--- src/pmr_defs.svh ---
// Register offsets, field positions, reset values and timing counts of the port MAC rate block
`ifndef PMR_DEFS_SVH
`define PMR_DEFS_SVH

// ----------------------------------------------------------------
// Register offsets inside one port page (low 12 address bits)
// ----------------------------------------------------------------
`define PMR_OFF_MAC_CTRL_A   12'h0400
`define PMR_OFF_MAC_CTRL_B   12'h0401
`define PMR_OFF_IRL_CTRL     12'h0403
`define PMR_OFF_PRIO_LIM0    12'h0410
`define PMR_OFF_PRIO_LIM7    12'h0417
`define PMR_OFF_STATUS       12'h0420
`define PMR_OFF_DROP_CNT     12'h0421

// ----------------------------------------------------------------
// Field positions
// ----------------------------------------------------------------
`define PMR_A_JUMBO          0
`define PMR_A_STORM          1
`define PMR_B_PASS_ALL       0
`define PMR_B_BP_EN          3
`define PMR_I_PRE            0
`define PMR_I_IFG            1
`define PMR_I_MODE_LO        2
`define PMR_I_RLFC           4
`define PMR_I_PPS            5
`define PMR_I_PORT_BASED     6

// ----------------------------------------------------------------
// Reset values and writable masks
// ----------------------------------------------------------------
`define PMR_RST_REG          8'h00
`define PMR_MASK_A           8'h0B
`define PMR_MASK_B           8'hBF
`define PMR_MASK_I           8'h7F
`define PMR_MASK_LIM         8'h7F

// ----------------------------------------------------------------
// Frame size figures in bytes
// ----------------------------------------------------------------
`define PMR_MAX_STD          14'd1500
`define PMR_MAX_JUMBO        14'd9000
`define PMR_MIN_PAYLOAD      14'd46
`define PMR_HDR_CRC_BYTES    17'd18
`define PMR_IFG_BYTES        17'd12
`define PMR_PRE_BYTES        17'd8

// ----------------------------------------------------------------
// Timing: times in ns, counts derived from the 8 ns clock
// ----------------------------------------------------------------
`define PMR_CLK_NS           8
`define PMR_REFILL_NS        8000
`define PMR_REFILL_CYC       (`PMR_REFILL_NS / `PMR_CLK_NS)
`define PMR_PPS_REFILL_NS    520833
`define PMR_PPS_REFILL_CYC   (`PMR_PPS_REFILL_NS / `PMR_CLK_NS)
`define PMR_FC_HOLD_NS       4000
`define PMR_FC_HOLD_CYC      (`PMR_FC_HOLD_NS / `PMR_CLK_NS)

`endif

--- src/pmr_pkg.sv ---
// Types shared by the port MAC rate block
package pmr_pkg;

	// ----------------------------------------------------------------
	// Frame classes selected for counting and limiting
	// ----------------------------------------------------------------
	typedef enum logic [1:0] {
		PMR_LIM_ALL,
		PMR_LIM_BC_MC_FLOOD,
		PMR_LIM_BC_MC,
		PMR_LIM_BC
	} pmr_lmode_t;

endpackage : pmr_pkg

--- src/pmr_port_mac.sv ---
// Port MAC control and ingress rate policing for ports 1 to 3, with its output FIFO
`timescale 1ns/100ps
`include "pmr_defs.svh"

// ----------------------------------------------------------------
// Descriptor FIFO
// ----------------------------------------------------------------
module pmr_fifo #(
	parameter int W = 20,
	parameter int D = 16
) (
	// Clock and reset
	input  wire logic         clk,
	input  wire logic         reset_n,
	// Fill side
	input  wire logic         in_valid,
	output logic              in_ready,
	input  wire logic [W-1:0] in_data,
	// Drain side
	output logic              out_valid,
	input  wire logic         out_ready,
	output logic [W-1:0]      out_data
);
	localparam int AW = $clog2(D);

	logic [W-1:0]  mem_r [0:D-1];
	logic [AW-1:0] wr_ptr_r;
	logic [AW-1:0] rd_ptr_r;
	logic [AW:0]   count_r;
	logic          push;
	logic          pop;

	// Handshakes from the fill level
	assign in_ready  = (count_r != (AW+1)'(D));
	assign out_valid = (count_r != '0);
	assign push      = in_valid & in_ready;
	assign pop       = out_valid & out_ready;
	assign out_data  = mem_r[rd_ptr_r];

	// Storage write
	always_ff @(posedge clk) begin
		if (push) begin
			mem_r[wr_ptr_r] <= in_data;
		end
	end

	// Pointers and level
	always_ff @(posedge clk) begin
		if (!reset_n) begin
			wr_ptr_r <= '0;
			rd_ptr_r <= '0;
			count_r  <= '0;
		end else begin
			if (push) begin
				wr_ptr_r <= (wr_ptr_r == AW'(D-1)) ? '0 : wr_ptr_r + 1'b1;
			end
			if (pop) begin
				rd_ptr_r <= (rd_ptr_r == AW'(D-1)) ? '0 : rd_ptr_r + 1'b1;
			end
			count_r <= count_r + (AW+1)'(push) - (AW+1)'(pop);
		end
	end

endmodule : pmr_fifo

// Functional notes
// - Storm protection bit set limits ingress broadcasts per interval; clear disables it.
// - Jumbo bit allows 9000 payload bytes, otherwise 1500 is the payload limit.
// - Back pressure, when enabled, acts only on half-duplex links, never full duplex.
// - Full-duplex links use PAUSE requests under the port flow control enable, not the back pressure bit.
// - CRC or length errors drop by default; pass-all forwards them mirror-only.
// - Pass-all never changes flow control frame filtering; switch-wide control does.
// - Scope bit set polices the whole port; clear polices each priority separately.
// - Packet mode bit counts packets; clear counts bits (bytes) of traffic.
// - Rate flow control bit asserts flow control on excess; clear never does.
// - Rate flow control acts only when the port's flow control is enabled.
// - Limit mode: 00 all, 01 bc/mc/flood, 10 bc/mc, 11 broadcast only.
// - IFG count bit adds 12 bytes per frame to the byte-mode rate charge.
// - Preamble count bit adds 8 bytes per frame to the rate charge.
// - Preamble count is ignored while packet mode is on.
// - Priority limits take effect only when the priority 7 limit is written.
module pmr_port_mac
	import pmr_pkg::*;
#(
	parameter int STORM_MAX      = 64,
	parameter int BURST_BYTES    = 65535,
	parameter int FIFO_DEPTH     = 16,
	parameter int PPS_REFILL_CYC = `PMR_PPS_REFILL_CYC
) (
	// Clock and reset
	input  wire logic        clk,
	input  wire logic        reset_n,
	// Register port
	input  wire logic [15:0] reg_addr,
	input  wire logic [7:0]  reg_wdata,
	input  wire logic        reg_wr,
	input  wire logic        reg_rd,
	output logic [7:0]       reg_rdata,
	// Port link state, index 0 is port 1
	input  wire logic [2:0]  port_full_duplex,
	input  wire logic [2:0]  port_fc_en,
	input  wire logic        sw_fc_filter_en,
	// Ingress frame descriptors
	input  wire logic        in_valid,
	output logic             in_ready,
	input  wire logic [1:0]  in_port,
	input  wire logic [2:0]  in_prio,
	input  wire logic [13:0] in_len,
	input  wire logic        in_bcast,
	input  wire logic        in_mcast,
	input  wire logic        in_flood,
	input  wire logic        in_pause,
	input  wire logic        in_crc_err,
	// Forwarded frame descriptors
	output logic             out_valid,
	input  wire logic        out_ready,
	output logic [1:0]       out_port,
	output logic [2:0]       out_prio,
	output logic [13:0]      out_len,
	output logic             out_mirror_only,
	// Flow control toward the link partners
	output logic [2:0]       pause_req,
	output logic [2:0]       back_pressure
);
	localparam int          NB       = 24;
	localparam int          CW       = 17;
	localparam int          FW       = 20;
	localparam logic [CW-1:0] BURST  = CW'(BURST_BYTES);
	localparam logic [9:0]  REFILL_N = 10'(`PMR_REFILL_CYC - 1);
	localparam logic [19:0] PPS_N    = 20'(PPS_REFILL_CYC - 1);
	localparam logic [8:0]  FC_HOLD  = 9'(`PMR_FC_HOLD_CYC);
	localparam logic [7:0]  STORM_LIM = 8'(STORM_MAX);

	// ----------------------------------------------------------------
	// Address decode helpers
	// ----------------------------------------------------------------

	// Port page index 0..2, or 3 when the upper nibble is not a port
	function automatic logic [1:0] page_of(input logic [15:0] a);
		page_of = (a[15:12] >= 4'h1 && a[15:12] <= 4'h3) ? 2'(a[15:12] - 4'h1) : 2'd3;
	endfunction : page_of

	// ----------------------------------------------------------------
	// Registers
	// ----------------------------------------------------------------
	logic [7:0]  ctrl_a_r   [0:2];
	logic [7:0]  ctrl_b_r   [0:2];
	logic [7:0]  irl_r      [0:2];
	logic [6:0]  lim_stage_r [0:NB-1];
	logic [6:0]  lim_act_r  [0:NB-1];
	logic [7:0]  drop_cnt_r [0:2];
	logic [CW-1:0] credit_r [0:NB-1];
	logic [7:0]  storm_cnt_r [0:2];
	logic [8:0]  fc_hold_r  [0:2];
	logic [9:0]  refill_cnt_r;
	logic [19:0] pps_cnt_r;
	logic        refill_tick;
	logic        pps_tick;
	logic [1:0]  wpage;
	logic [11:0] woff;

	assign wpage = page_of(reg_addr);
	assign woff  = reg_addr[11:0];

	// Control register writes, reserved read-only bits stay zero
	always_ff @(posedge clk) begin
		if (!reset_n) begin
			for (int p = 0; p < 3; p++) begin
				ctrl_a_r[p] <= `PMR_RST_REG;
				ctrl_b_r[p] <= `PMR_RST_REG;
				irl_r[p]    <= `PMR_RST_REG;
			end
		end else if (reg_wr && wpage != 2'd3) begin
			if (woff == `PMR_OFF_MAC_CTRL_A) begin
				ctrl_a_r[wpage] <= reg_wdata & `PMR_MASK_A;
			end
			if (woff == `PMR_OFF_MAC_CTRL_B) begin
				ctrl_b_r[wpage] <= reg_wdata & `PMR_MASK_B;
			end
			if (woff == `PMR_OFF_IRL_CTRL) begin
				irl_r[wpage] <= reg_wdata & `PMR_MASK_I;
			end
		end
	end

	// Priority limits: staged on write, committed by the priority 7 write
	always_ff @(posedge clk) begin
		if (!reset_n) begin
			for (int i = 0; i < NB; i++) begin
				lim_stage_r[i] <= '0;
				lim_act_r[i]   <= '0;
			end
		end else if (reg_wr && wpage != 2'd3) begin
			for (int i = 0; i < 8; i++) begin
				if (woff == `PMR_OFF_PRIO_LIM0 + 12'(i)) begin
					lim_stage_r[wpage*8+i] <= reg_wdata[6:0];
				end
			end
			if (woff == `PMR_OFF_PRIO_LIM7) begin
				for (int i = 0; i < 7; i++) begin
					lim_act_r[wpage*8+i] <= lim_stage_r[wpage*8+i];
				end
				lim_act_r[wpage*8+7] <= reg_wdata[6:0];
			end
		end
	end

	// ----------------------------------------------------------------
	// Register read, data valid in the following cycle only
	// ----------------------------------------------------------------
	always_ff @(posedge clk) begin
		if (!reset_n) begin
			reg_rdata <= 8'h00;
		end else if (reg_rd && wpage != 2'd3) begin
			reg_rdata <= 8'h00;
			if (woff == `PMR_OFF_MAC_CTRL_A) reg_rdata <= ctrl_a_r[wpage];
			if (woff == `PMR_OFF_MAC_CTRL_B) reg_rdata <= ctrl_b_r[wpage];
			if (woff == `PMR_OFF_IRL_CTRL) reg_rdata <= irl_r[wpage];
			for (int i = 0; i < 8; i++) begin
				if (woff == `PMR_OFF_PRIO_LIM0 + 12'(i)) begin
					reg_rdata <= {1'b0, lim_stage_r[wpage*8+i]};
				end
			end
			if (woff == `PMR_OFF_STATUS) begin
				reg_rdata <= {5'd0, back_pressure[wpage], pause_req[wpage],
					fc_hold_r[wpage] != 9'd0};
			end
			if (woff == `PMR_OFF_DROP_CNT) reg_rdata <= drop_cnt_r[wpage];
		end else begin
			reg_rdata <= 8'h00;
		end
	end

	// ----------------------------------------------------------------
	// Refill timers
	// ----------------------------------------------------------------
	assign refill_tick = (refill_cnt_r == REFILL_N);
	assign pps_tick    = (pps_cnt_r == PPS_N);

	// Byte and packet interval counters
	always_ff @(posedge clk) begin
		if (!reset_n) begin
			refill_cnt_r <= '0;
			pps_cnt_r    <= '0;
		end else begin
			refill_cnt_r <= refill_tick ? '0 : refill_cnt_r + 1'b1;
			pps_cnt_r    <= pps_tick ? '0 : pps_cnt_r + 1'b1;
		end
	end

	// ----------------------------------------------------------------
	// Frame classification and policing decision
	// ----------------------------------------------------------------
	logic          port_ok, jumbo, storm_en, pass_all, len_bad, bad, counted, pps_mode;
	logic          limited, fc_path, storm_hit, drop, take, fifo_in_valid;
	logic [1:0]    pi;
	pmr_lmode_t    lmode;
	logic [4:0]    bidx;
	logic [6:0]    code;
	logic [CW-1:0] charge;
	logic [FW-1:0] fifo_in_data, fifo_out_data;

	assign port_ok  = (in_port != 2'd0);
	assign pi       = port_ok ? in_port - 2'd1 : 2'd0;
	assign jumbo    = ctrl_a_r[pi][`PMR_A_JUMBO];
	assign storm_en = ctrl_a_r[pi][`PMR_A_STORM];
	assign pass_all = ctrl_b_r[pi][`PMR_B_PASS_ALL];
	assign lmode    = pmr_lmode_t'(irl_r[pi][`PMR_I_MODE_LO +: 2]);
	assign pps_mode = irl_r[pi][`PMR_I_PPS];

	// Payload size check against the selected ceiling
	assign len_bad = (in_len < `PMR_MIN_PAYLOAD) ||
		(in_len > (jumbo ? `PMR_MAX_JUMBO : `PMR_MAX_STD));
	assign bad     = in_crc_err | len_bad;

	// Frame classes counted against the limit
	always_comb begin
		case (lmode)
			PMR_LIM_ALL:         counted = 1'b1;
			PMR_LIM_BC_MC_FLOOD: counted = in_bcast | in_mcast | in_flood;
			PMR_LIM_BC_MC:       counted = in_bcast | in_mcast;
			PMR_LIM_BC:          counted = in_bcast;
			default:             counted = 1'b1;
		endcase
	end

	// Bucket: whole port uses slot 0, else one slot per priority
	assign bidx = 5'(pi) * 5'd8 +
		(irl_r[pi][`PMR_I_PORT_BASED] ? 5'd0 : 5'(in_prio));
	assign code = lim_act_r[bidx];

	// Charge: one packet, or bytes plus optional gap and preamble
	always_comb begin
		if (pps_mode) begin
			charge = CW'(1);
		end else begin
			charge = CW'(in_len) + `PMR_HDR_CRC_BYTES;
			if (irl_r[pi][`PMR_I_IFG]) charge = charge + `PMR_IFG_BYTES;
			if (irl_r[pi][`PMR_I_PRE]) charge = charge + `PMR_PRE_BYTES;
		end
	end

	assign limited   = (code != 7'd0) && counted && (credit_r[bidx] < charge);
	assign fc_path   = limited && irl_r[pi][`PMR_I_RLFC] && port_fc_en[pi];
	assign storm_hit = storm_en && in_bcast && (storm_cnt_r[pi] >= STORM_LIM);

	// Drop causes; flow control frames filtered only by the switch control
	assign drop = !port_ok
		|| (in_pause && sw_fc_filter_en)
		|| (bad && !pass_all)
		|| storm_hit
		|| (limited && !fc_path);

	assign take          = in_valid & in_ready;
	assign fifo_in_valid = in_valid & ~drop;
	assign fifo_in_data  = {in_port, in_prio, in_len, bad & pass_all};

	// ----------------------------------------------------------------
	// Credit buckets: refill by the committed code, charge per frame
	// ----------------------------------------------------------------
	always_ff @(posedge clk) begin
		if (!reset_n) begin
			for (int i = 0; i < NB; i++) begin
				credit_r[i] <= BURST;
			end
		end else begin
			for (int i = 0; i < NB; i++) begin
				logic [CW:0] c;
				logic        tick;
				c    = {1'b0, credit_r[i]};
				tick = irl_r[i/8][`PMR_I_PPS] ? pps_tick : refill_tick;
				if (tick) begin
					c = c + (CW+1)'(lim_act_r[i]);
					if (c > {1'b0, BURST}) c = {1'b0, BURST};
				end
				if (take && !drop && counted && code != 7'd0 && bidx == 5'(i)) begin
					c = (c > (CW+1)'(charge)) ? c - (CW+1)'(charge) : '0;
				end
				credit_r[i] <= c[CW-1:0];
			end
		end
	end

	// Broadcasts admitted per interval under storm protection
	always_ff @(posedge clk) begin
		if (!reset_n) begin
			for (int p = 0; p < 3; p++) storm_cnt_r[p] <= '0;
		end else begin
			for (int p = 0; p < 3; p++) begin
				if (refill_tick) begin
					storm_cnt_r[p] <= '0;
				end else if (take && !drop && in_bcast && pi == 2'(p) &&
					storm_cnt_r[p] != 8'hFF) begin
					storm_cnt_r[p] <= storm_cnt_r[p] + 8'd1;
				end
			end
		end
	end

	// Dropped frame counter per port, wraps
	always_ff @(posedge clk) begin
		if (!reset_n) begin
			for (int p = 0; p < 3; p++) drop_cnt_r[p] <= '0;
		end else begin
			for (int p = 0; p < 3; p++) begin
				if (take && drop && port_ok && pi == 2'(p)) begin
					drop_cnt_r[p] <= drop_cnt_r[p] + 8'd1;
				end
			end
		end
	end

	// ----------------------------------------------------------------
	// Flow control hold and its routing by duplex
	// ----------------------------------------------------------------
	always_ff @(posedge clk) begin
		if (!reset_n) begin
			for (int p = 0; p < 3; p++) fc_hold_r[p] <= '0;
		end else begin
			for (int p = 0; p < 3; p++) begin
				if (take && fc_path && pi == 2'(p)) begin
					fc_hold_r[p] <= FC_HOLD;
				end else if (fc_hold_r[p] != 9'd0) begin
					fc_hold_r[p] <= fc_hold_r[p] - 9'd1;
				end
			end
		end
	end

	genvar g;
	generate
		for (g = 0; g < 3; g++) begin : g_fc
			// PAUSE on full duplex, back pressure only on half duplex
			assign pause_req[g] = (fc_hold_r[g] != 9'd0) && port_full_duplex[g] &&
				port_fc_en[g];
			assign back_pressure[g] = (fc_hold_r[g] != 9'd0) && !port_full_duplex[g] &&
				ctrl_b_r[g][`PMR_B_BP_EN] && port_fc_en[g];
		end
	endgenerate

	// ----------------------------------------------------------------
	// Output FIFO
	// ----------------------------------------------------------------
	pmr_fifo #(
		.W (FW),
		.D (FIFO_DEPTH)
	) pmr_fifo_inst (
		.clk       (clk),
		.reset_n   (reset_n),
		.in_valid  (fifo_in_valid),
		.in_ready  (in_ready),
		.in_data   (fifo_in_data),
		.out_valid (out_valid),
		.out_ready (out_ready),
		.out_data  (fifo_out_data)
	);

	assign {out_port, out_prio, out_len, out_mirror_only} = fifo_out_data;

endmodule : pmr_port_mac

--- config.mk ---
export PLATFORM = sky130hd
export DESIGN_NAME = pmr_port_mac
export DESIGN_NICKNAME = d
export VERILOG_FILES = /design/src/pmr_pkg.sv /design/src/pmr_port_mac.sv
export VERILOG_INCLUDE_DIRS = /design/src
export SDC_FILE = /design/constraint.sdc
export NUM_CORES = 2
export LEC_CHECK = 0
export ABC_AREA = 1
export ABC_CLOCK_PERIOD_IN_PS = 20300
export BUFFER_PORTS_ARGS = -buffer_cell sky130_fd_sc_hd__buf_2
export CORE_ASPECT_RATIO = 0.5
export CORE_MARGIN = 2
export CORE_UTILIZATION = 37
export DETAILED_ROUTE_END_ITERATION = 7
export PLACE_DENSITY = 0.54
export RECOVER_POWER = 100
export SLEW_MARGIN = 10
export SYNTH_ARGS = -nofsm -noshare
export SYNTH_HDL_FRONTEND = slang
export SYNTH_HIERARCHICAL = 1
export SYNTH_SLANG_ARGS = --single-unit
--- constraint.sdc ---
create_clock -name clk -period 20.3 [get_ports clk]
set_input_delay 2.03 -clock clk [delete_from_list [all_inputs] [get_ports clk]]
set_output_delay 2.03 -clock clk [all_outputs]
set_load 0.005 [all_outputs]
# [Word-level counts from Yosys, hierarchy flattened]
# Memories as Yosys holds them, arrays and structs flattened. A register that Yosys moved wholly into a read port is not among the register bits.
# Index checks and enable logic that the tools add are counted.
[classes] addsub=76 magnitude_cmp=56 eq_ne=50 mux=368 bitwise_logic=49 n_reduce_logical=114
[ops] op="$mux 17" n=99
[ops] op="$mux 18" n=72
[ops] op="$add 17x7->18" n=24
[ops] op="$gt 18x16->1 const B" n=24
[ops] op="$gt 18x17->1" n=24
[ops] op="$sub 17x17->17" n=24
[ops] op="$mux 8" n=22
[ops] op="$eq 12x11->1 const B" n=13
[ops] op="$mux 7" n=18
[ops] op="$reduce_or 7->1" n=18
[ops] op="$mux 1" n=118
[ops] op="$mux 5" n=16
[ops] op="$logic_and 1x1->1" n=70
[ops] op="$mux 9" n=6
[ops] op="$add 8x1->8 const B" n=6
[ops] op="$or 1x1->1" n=42
[ops] op="$eq 5x4->1 const B" n=8
[ops] op="$eq 5x5->1 const B" n=8
[ops] op="$reduce_bool 9->1" n=4
[ops] op="$sub 9x1->9 const B" n=3
[ops] op="$ne 8x8->1 const B" n=3
[ops] op="$add 20x1->20 const B" n=1
[ops] op="$add 5x3->5 const B" n=4
[ops] op="$eq 20x16->1 const B" n=1
[ops] op="46 further kinds" n=85
[totals] ff_bits=51 ramBits=1190 in_bits=61 word_cells=729 mem_count=10
[mem_list] memory="credit_r" words=24 width=17 rd=25 rd_ports_with_merged_regs=0 wr=24 line="pmr_port_mac.sv:152" source="logic [CW-1:0] credit_r [0:NB-1];"
[mem_list] memory="pmr_fifo_inst.mem_r" words=16 width=20 rd=1 rd_ports_with_merged_regs=1 wr=1 line="pmr_port_mac.sv:26" source="logic [W-1:0] mem_r [0:D-1];"
[mem_list] memory="lim_act_r" words=24 width=7 rd=25 rd_ports_with_merged_regs=0 wr=24 line="pmr_port_mac.sv:150" source="logic [6:0] lim_act_r [0:NB-1];"
[mem_list] memory="lim_stage_r" words=24 width=7 rd=8 rd_ports_with_merged_regs=0 wr=24 line="pmr_port_mac.sv:149" source="logic [6:0] lim_stage_r [0:NB-1];"
[mem_list] memory="fc_hold_r" words=3 width=9 rd=4 rd_ports_with_merged_regs=0 wr=3 line="pmr_port_mac.sv:154" source="logic [8:0] fc_hold_r [0:2];"
[mem_list] memory="drop_cnt_r" words=3 width=8 rd=4 rd_ports_with_merged_regs=0 wr=3 line="pmr_port_mac.sv:151" source="logic [7:0] drop_cnt_r [0:2];"
[mem_list] memory="+4 memories"

# [Longest topological paths before layout]
# An unclocked memory read counts as a cell.
[depth] ltp_word=25 depth_mapped=43 depth_no_buf=42

# [Cells and area by module]
# Netlist, hierarchy kept.
[by_module_without_submodules] module="pmr_port_mac" instances=1 cells_each=10842 area_each_um2=78639.2 seq_area_each_um2=25954.9
[by_module_without_submodules] module="pmr_fifo" instances=1 cells_each=1323 area_each_um2=14321.2 seq_area_each_um2=9949.5

# [Worst setup path after synthesis]
# Ideal clock, no wire load.
[synth_path] path_kind="input-to-reg" startpoint="in in_port[1]" endpoint="mem pmr_fifo_inst.mem_r[0][0], enable pin" t_arrival_ns=8.666 required_ns=19.903 path_slack_ns=11.237 stages=18 n_path_buf=2 path_cell_list="buf_4 -> inv_2 -> buf_2 -> a221oi_4 -> inv_1 -> nor2_1 -> inv_1 -> ha_1 -> nand4_1 -> nor3_1 -> nand3_1 -> nand4_1 -> nand2_1 -> nor2_1 -> nand2_1 -> inv_1 -> nand2_1 -> nor2_1"
[synth_via] elab_chain_cells=20
[synth_rtl] item="from (decl)" line="pmr_port_mac.sv:106" source="input wire logic [1:0] in_port,"
[synth_rtl] item="$sub 2x1->2 / $reduce_bool 2->1 (equally long branches)" line="pmr_port_mac.sv:264, pmr_port_mac.sv:263"
[synth_rtl] item="$mux 2" line="pmr_port_mac.sv:264" source="assign pi = port_ok ? in_port - 2'd1 : 2'd0;"
[synth_rtl] item="$mem_v2 3x7"
[synth_rtl] item="$mux 16" line="pmr_port_mac.sv:298" source="if (irl_r[pi][`PMR_I_IFG]) charge = charge + `PMR_IFG_BYTES;"
[synth_rtl] item="$mux 17" line="pmr_port_mac.sv:294" source="if (pps_mode) begin"
[synth_rtl] item="$add 17x4->17 (no line)"
[synth_rtl] item="$mux 17" line="pmr_port_mac.sv:299" source="if (irl_r[pi][`PMR_I_PRE]) charge = charge + `PMR_PRE_BYTES;"
[synth_rtl] item="$mux 17" line="pmr_port_mac.sv:294"
[synth_rtl] item="[5 not listed]"
[synth_rtl] item="$logic_and 1x1->1" line="pmr_port_mac.sv:312" source="|| (limited && !fc_path);"
[synth_rtl] item="$logic_or 1x1->1 (*)" line="pmr_port_mac.sv:312"
[synth_rtl] item="$not 1->1 (*)" line="pmr_port_mac.sv:315" source="assign fifo_in_valid = in_valid & ~drop;"
[synth_rtl] item="$and 1x1->1 (*)" line="pmr_port_mac.sv:315"
[synth_rtl] item="named net fifo_in_valid" line="pmr_port_mac.sv:255" source="logic limited, fc_path, storm_hit, drop, take, fifo_in_valid;"
[synth_rtl] item="$and 1x1->1 (*)" line="pmr_port_mac.sv:36" source="assign push = in_valid & in_ready;"
[synth_rtl] item="$mux 1 (*)" line="pmr_port_mac.sv:42" source="if (push) begin"
[synth_rtl] item="$mux 1 (implied by the code) (*)" line="pmr_port_mac.sv:43" source="mem_r[wr_ptr_r] <= in_data;"
[synth_rtl] item="to (decl)" line="pmr_port_mac.sv:26"
# Mark *: on every way through the listed nets, which the timed path passes. The rest lies on a longest branch. The select of a mux whose other input is x is not followed.

==> results by group <==
Layout
  • Share of cells above drive strength 1: 0.0434
  • Most frequent cells in the layout: 2,470 x nand2_1, 1,613 x nor2_1, 1,208 x inv_1
  • Final instance area: 102,000 µm²
  • Nets: 12,993
  • Area grow syn2layout: 9.80%
  • Most common cell after layout, fill and taps aside: nand2_1

Logic synthesis
  • Ys flop type: edfxtp_1
  • Synth async-reset ratio: 0
  • Top-area cell type share of the netlist area: 0.287
  • YS warnings: 6
  • Cell taking the most area after synthesis: edfxtp_1
  • Cells after Synth: between 10,000 and 15,000
  • Synth top area cells: edfxtp_1 29%, nand2_1 10%, dfxtp_1 10%
  • Distinct cells, synth: between 60 and 70
  • Yosys reg bits: about 1,400
  • Seq/Total Area, Yosys: 0.386
  • Post-Syn Area per Cell: between 7 and 8 µm²
  • EDFF count, synth: between 800 and 900
  • Synthesized cell area: 93,000 µm²

Route
  • DR vias: between 80,000 and 90,000
  • Starting DRT DRC Count: about 10,000
  • Drt drc: 2
  • WL final: around 370 mm
  • Antenna viol nets, final: 0
  • Via density: roughly 5.6
  • Drt first pass iters: 8
  • WL/cell: roughly 23 µm

STA
  • Number of setup violations in the final report: 0
  • Slew Limit Headroom: -1.47
  • Worst setup margin: 5.28 ns
  • Final worst path period share: 0.740
  • RSZ-0062 raised after global routing: false
  • Final hold violation count: 0
  • Final Max Tran Viols: between 900 and 1,000
  • Worst hold slack: 0.447 ns
  • Max Clock Skew: approximately 0.13 ns
  • Fmax: around 67 MHz
  • Setup TNS Final: 0 ns
  • Min Clock Period, post-route: 15.02 ns
  • Worst-Margin Slew: between 3 and 4 ns

Clock tree
  • Post-CTS Setup Inserts: 0
  • Clock Latency Late Sink: roughly 0.9 ns
  • Bufs on Longest Clock Path: 4
  • Clk sink count: approximately 1,400
  • Hold-fix buffers at CTS: 0
  • Clk Tree Root Cell: clkbuf_16
  • Clk slew on worst S/H paths: about 0.060 ns
  • H-tree depth: 4
  • CTS tree: yes
  • CTS buffer count: between 100 and 150
  • Resized cells post-CTS: 0

Setup path
  • R2R cell count: 30
  • Critical Path Fanout Max: 24
  • Crit-path most repeated cell: inv_1
  • Worst setup SP type: input pin
  • R2r endpoint: credit_r[1][8]$_SDFF_PN1_
  • Arrival @ worst endpoint: around 16 ns
  • Setup crit end kind: flip-flop
  • CP startpoint: in_port[1]
  • Reg-to-Reg Start: irl_r[2][1]$_SDFFCE_PN0P_
  • FF-to-FF setup slack: ~11 ns
  • Kind of critical path: in2reg
  • CP endpoint: credit_r[1][8]$_SDFF_PN1_
  • Slowest Stage Delay on Critical Path: approximately 2 ns
  • CP required: roughly 21 ns
  • Slowest cell on crit path: clkbuf_1

Placed design
  • Dpl ws: around 9.4 ns
  • Area after DPL: a little under 100,000 µm²
  • DPL Wire Length: 268 mm
  • Port buffer count: 96
  • Routability cong.: a little over 1

Floorplan
  • IO Count: 97
  • Die Area: 256,000 µm²
  • Core region area: 250,000 µm²
  • Die width: between 700 and 800 µm
  • Die height: around 360 µm
  • FP Rows: 130
  • Initial Util: 0.371

Run status
  • Status: complete, but fails checks
  • Violated checks: DRC, capacitance limit, slew limit

Global routing
  • Total congestion overflow: 0
  • Initial antenna violation count: 29
  • Global-route wire length before repair: about 530 mm
  • GRT Overall Usage: 0.278
  • Vias in the first global route: between 80,000 and 90,000
  • Largest net degree at the start of global routing: 88

Power
  • Max IR drop VDD: between 0.07 and 0.08 mV
  • PD cells: 83.9 nW/µm²
  • Leak: about 0.044 µW

Min path
  • Worst hold path type: reg2reg

Run
  • Max Cap Viol: 27
Yosys cell counts, drive strengths merged, types with 14 or more instances:
library cell	instances
a21oi	741
xnor2	151
o22ai	238
nor3b	34
buf	164
o211ai	28
nor3	197
or2	120
a221oi	44
nand3b	36
nor2	1651
a21o	30
clkbuf	246
o21bai	61
o31ai	24
a22oi	118
nor4	101
inv	1232
edfxtp	887
fa	49
o21ai	629
nand4	143
a31oi	42
o2111ai	14
ha	603
o221ai	33
dfxtp	463
nand2	2486
xor2	388
and2	49
nand3	1077
flip-flops by register name, summed over array words and instances, names as in the netlist, 20 cells and up, named ones only:
register and cells:
pmr_fifo_inst/mem_r 320, storm_cnt_r 24, drop_cnt_r 24, ctrl_b_r 28
irl_r 28, fc_hold_r 27, pps_cnt_r 20, credit_r 408
lim_act_r 200, lim_stage_r 224
cell families after synthesis:
group                      count (synthesis)  synth area share
buffers and inverters                   1650            0.0706
DFF                                     1350             0.386
xor gates and xnor gates                 539            0.0508
adders and majority gates                652            0.0917
AOI/OAI and AO/OA                       2058             0.127
and+or+nand+nor                         5914             0.273
other                                      2         0.0000808
worst max-delay path, delay by kind of cell:
kind / cells / cell delay (ns)
and+or+nand+nor: 14 / 4.83
buffers and inverters: 11 / 5.70
AOI/OAI and AO/OA: 6 / 2.13
xor gates and xnor gates: 1 / 0.16
adders and majority gates: 2 / 0.69
metrics by stage:
step	power, µW	std cells	util
2_1_floorplan	4960	12294	-
3_3_place_gp	5710	15495	0.390
3_5_place_dp	5720	15495	0.390
4_1_cts	8570	15756	0.409
5_1_grt	8990	15757	0.407
6_report	8570	15763	0.407
report_power, final:
group          switching (µW)  leakage (µW)  internal [µW]
clock                    1240       0.00233           1610
sequential                127        0.0123           3060
combinational            1690        0.0289            836
layout make-up:
cell class | count | area [µm²]
Antenna cell | 7 | 17.5
Clock buffer | 197 | 4020
Clock inverter | 64 | 796
Fill cell | 26177 | 148000
Inverter | 1240 | 4660
Multi-Input combinational cell | 9294 | 51100
Sequential cell | 1350 | 35900
Tap cell | 3366 | 4210
Timing Repair Buffer | 245 | 1330
worst min path at each step:
stage	from	cells past startpoint	to	slack (ns)
after global routing	pps_cnt_r[0]$_SDFF_PP0_	1	pps_cnt_r[0]$_SDFF_PP0_	0.46
after detailed placement	pps_cnt_r[0]$_SDFF_PP0_	1	pps_cnt_r[0]$_SDFF_PP0_	0.44
final	pps_cnt_r[0]$_SDFF_PP0_	1	pps_cnt_r[0]$_SDFF_PP0_	0.45
after floorplan	pps_cnt_r[0]$_SDFF_PP0_	1	pps_cnt_r[0]$_SDFF_PP0_	0.42
after CTS	pps_cnt_r[0]$_SDFF_PP0_	1	pps_cnt_r[0]$_SDFF_PP0_	0.45
after global placement	refill_cnt_r[0]$_SDFF_PP0_	1	refill_cnt_r[0]$_SDFF_PP0_	0.43
layer usage:
metal,GRT usage,wire length (µm),vias up,part of all wire
met3,0.0570,37000,715,0.10
li1,-,-,41564,-
met1,0.385,159000,41472,0.43
met5,0,108,-,0.00029
met2,0.429,155000,3781,0.42
met4,0.102,15500,14,0.042
(Power assumes the default switching activity.)
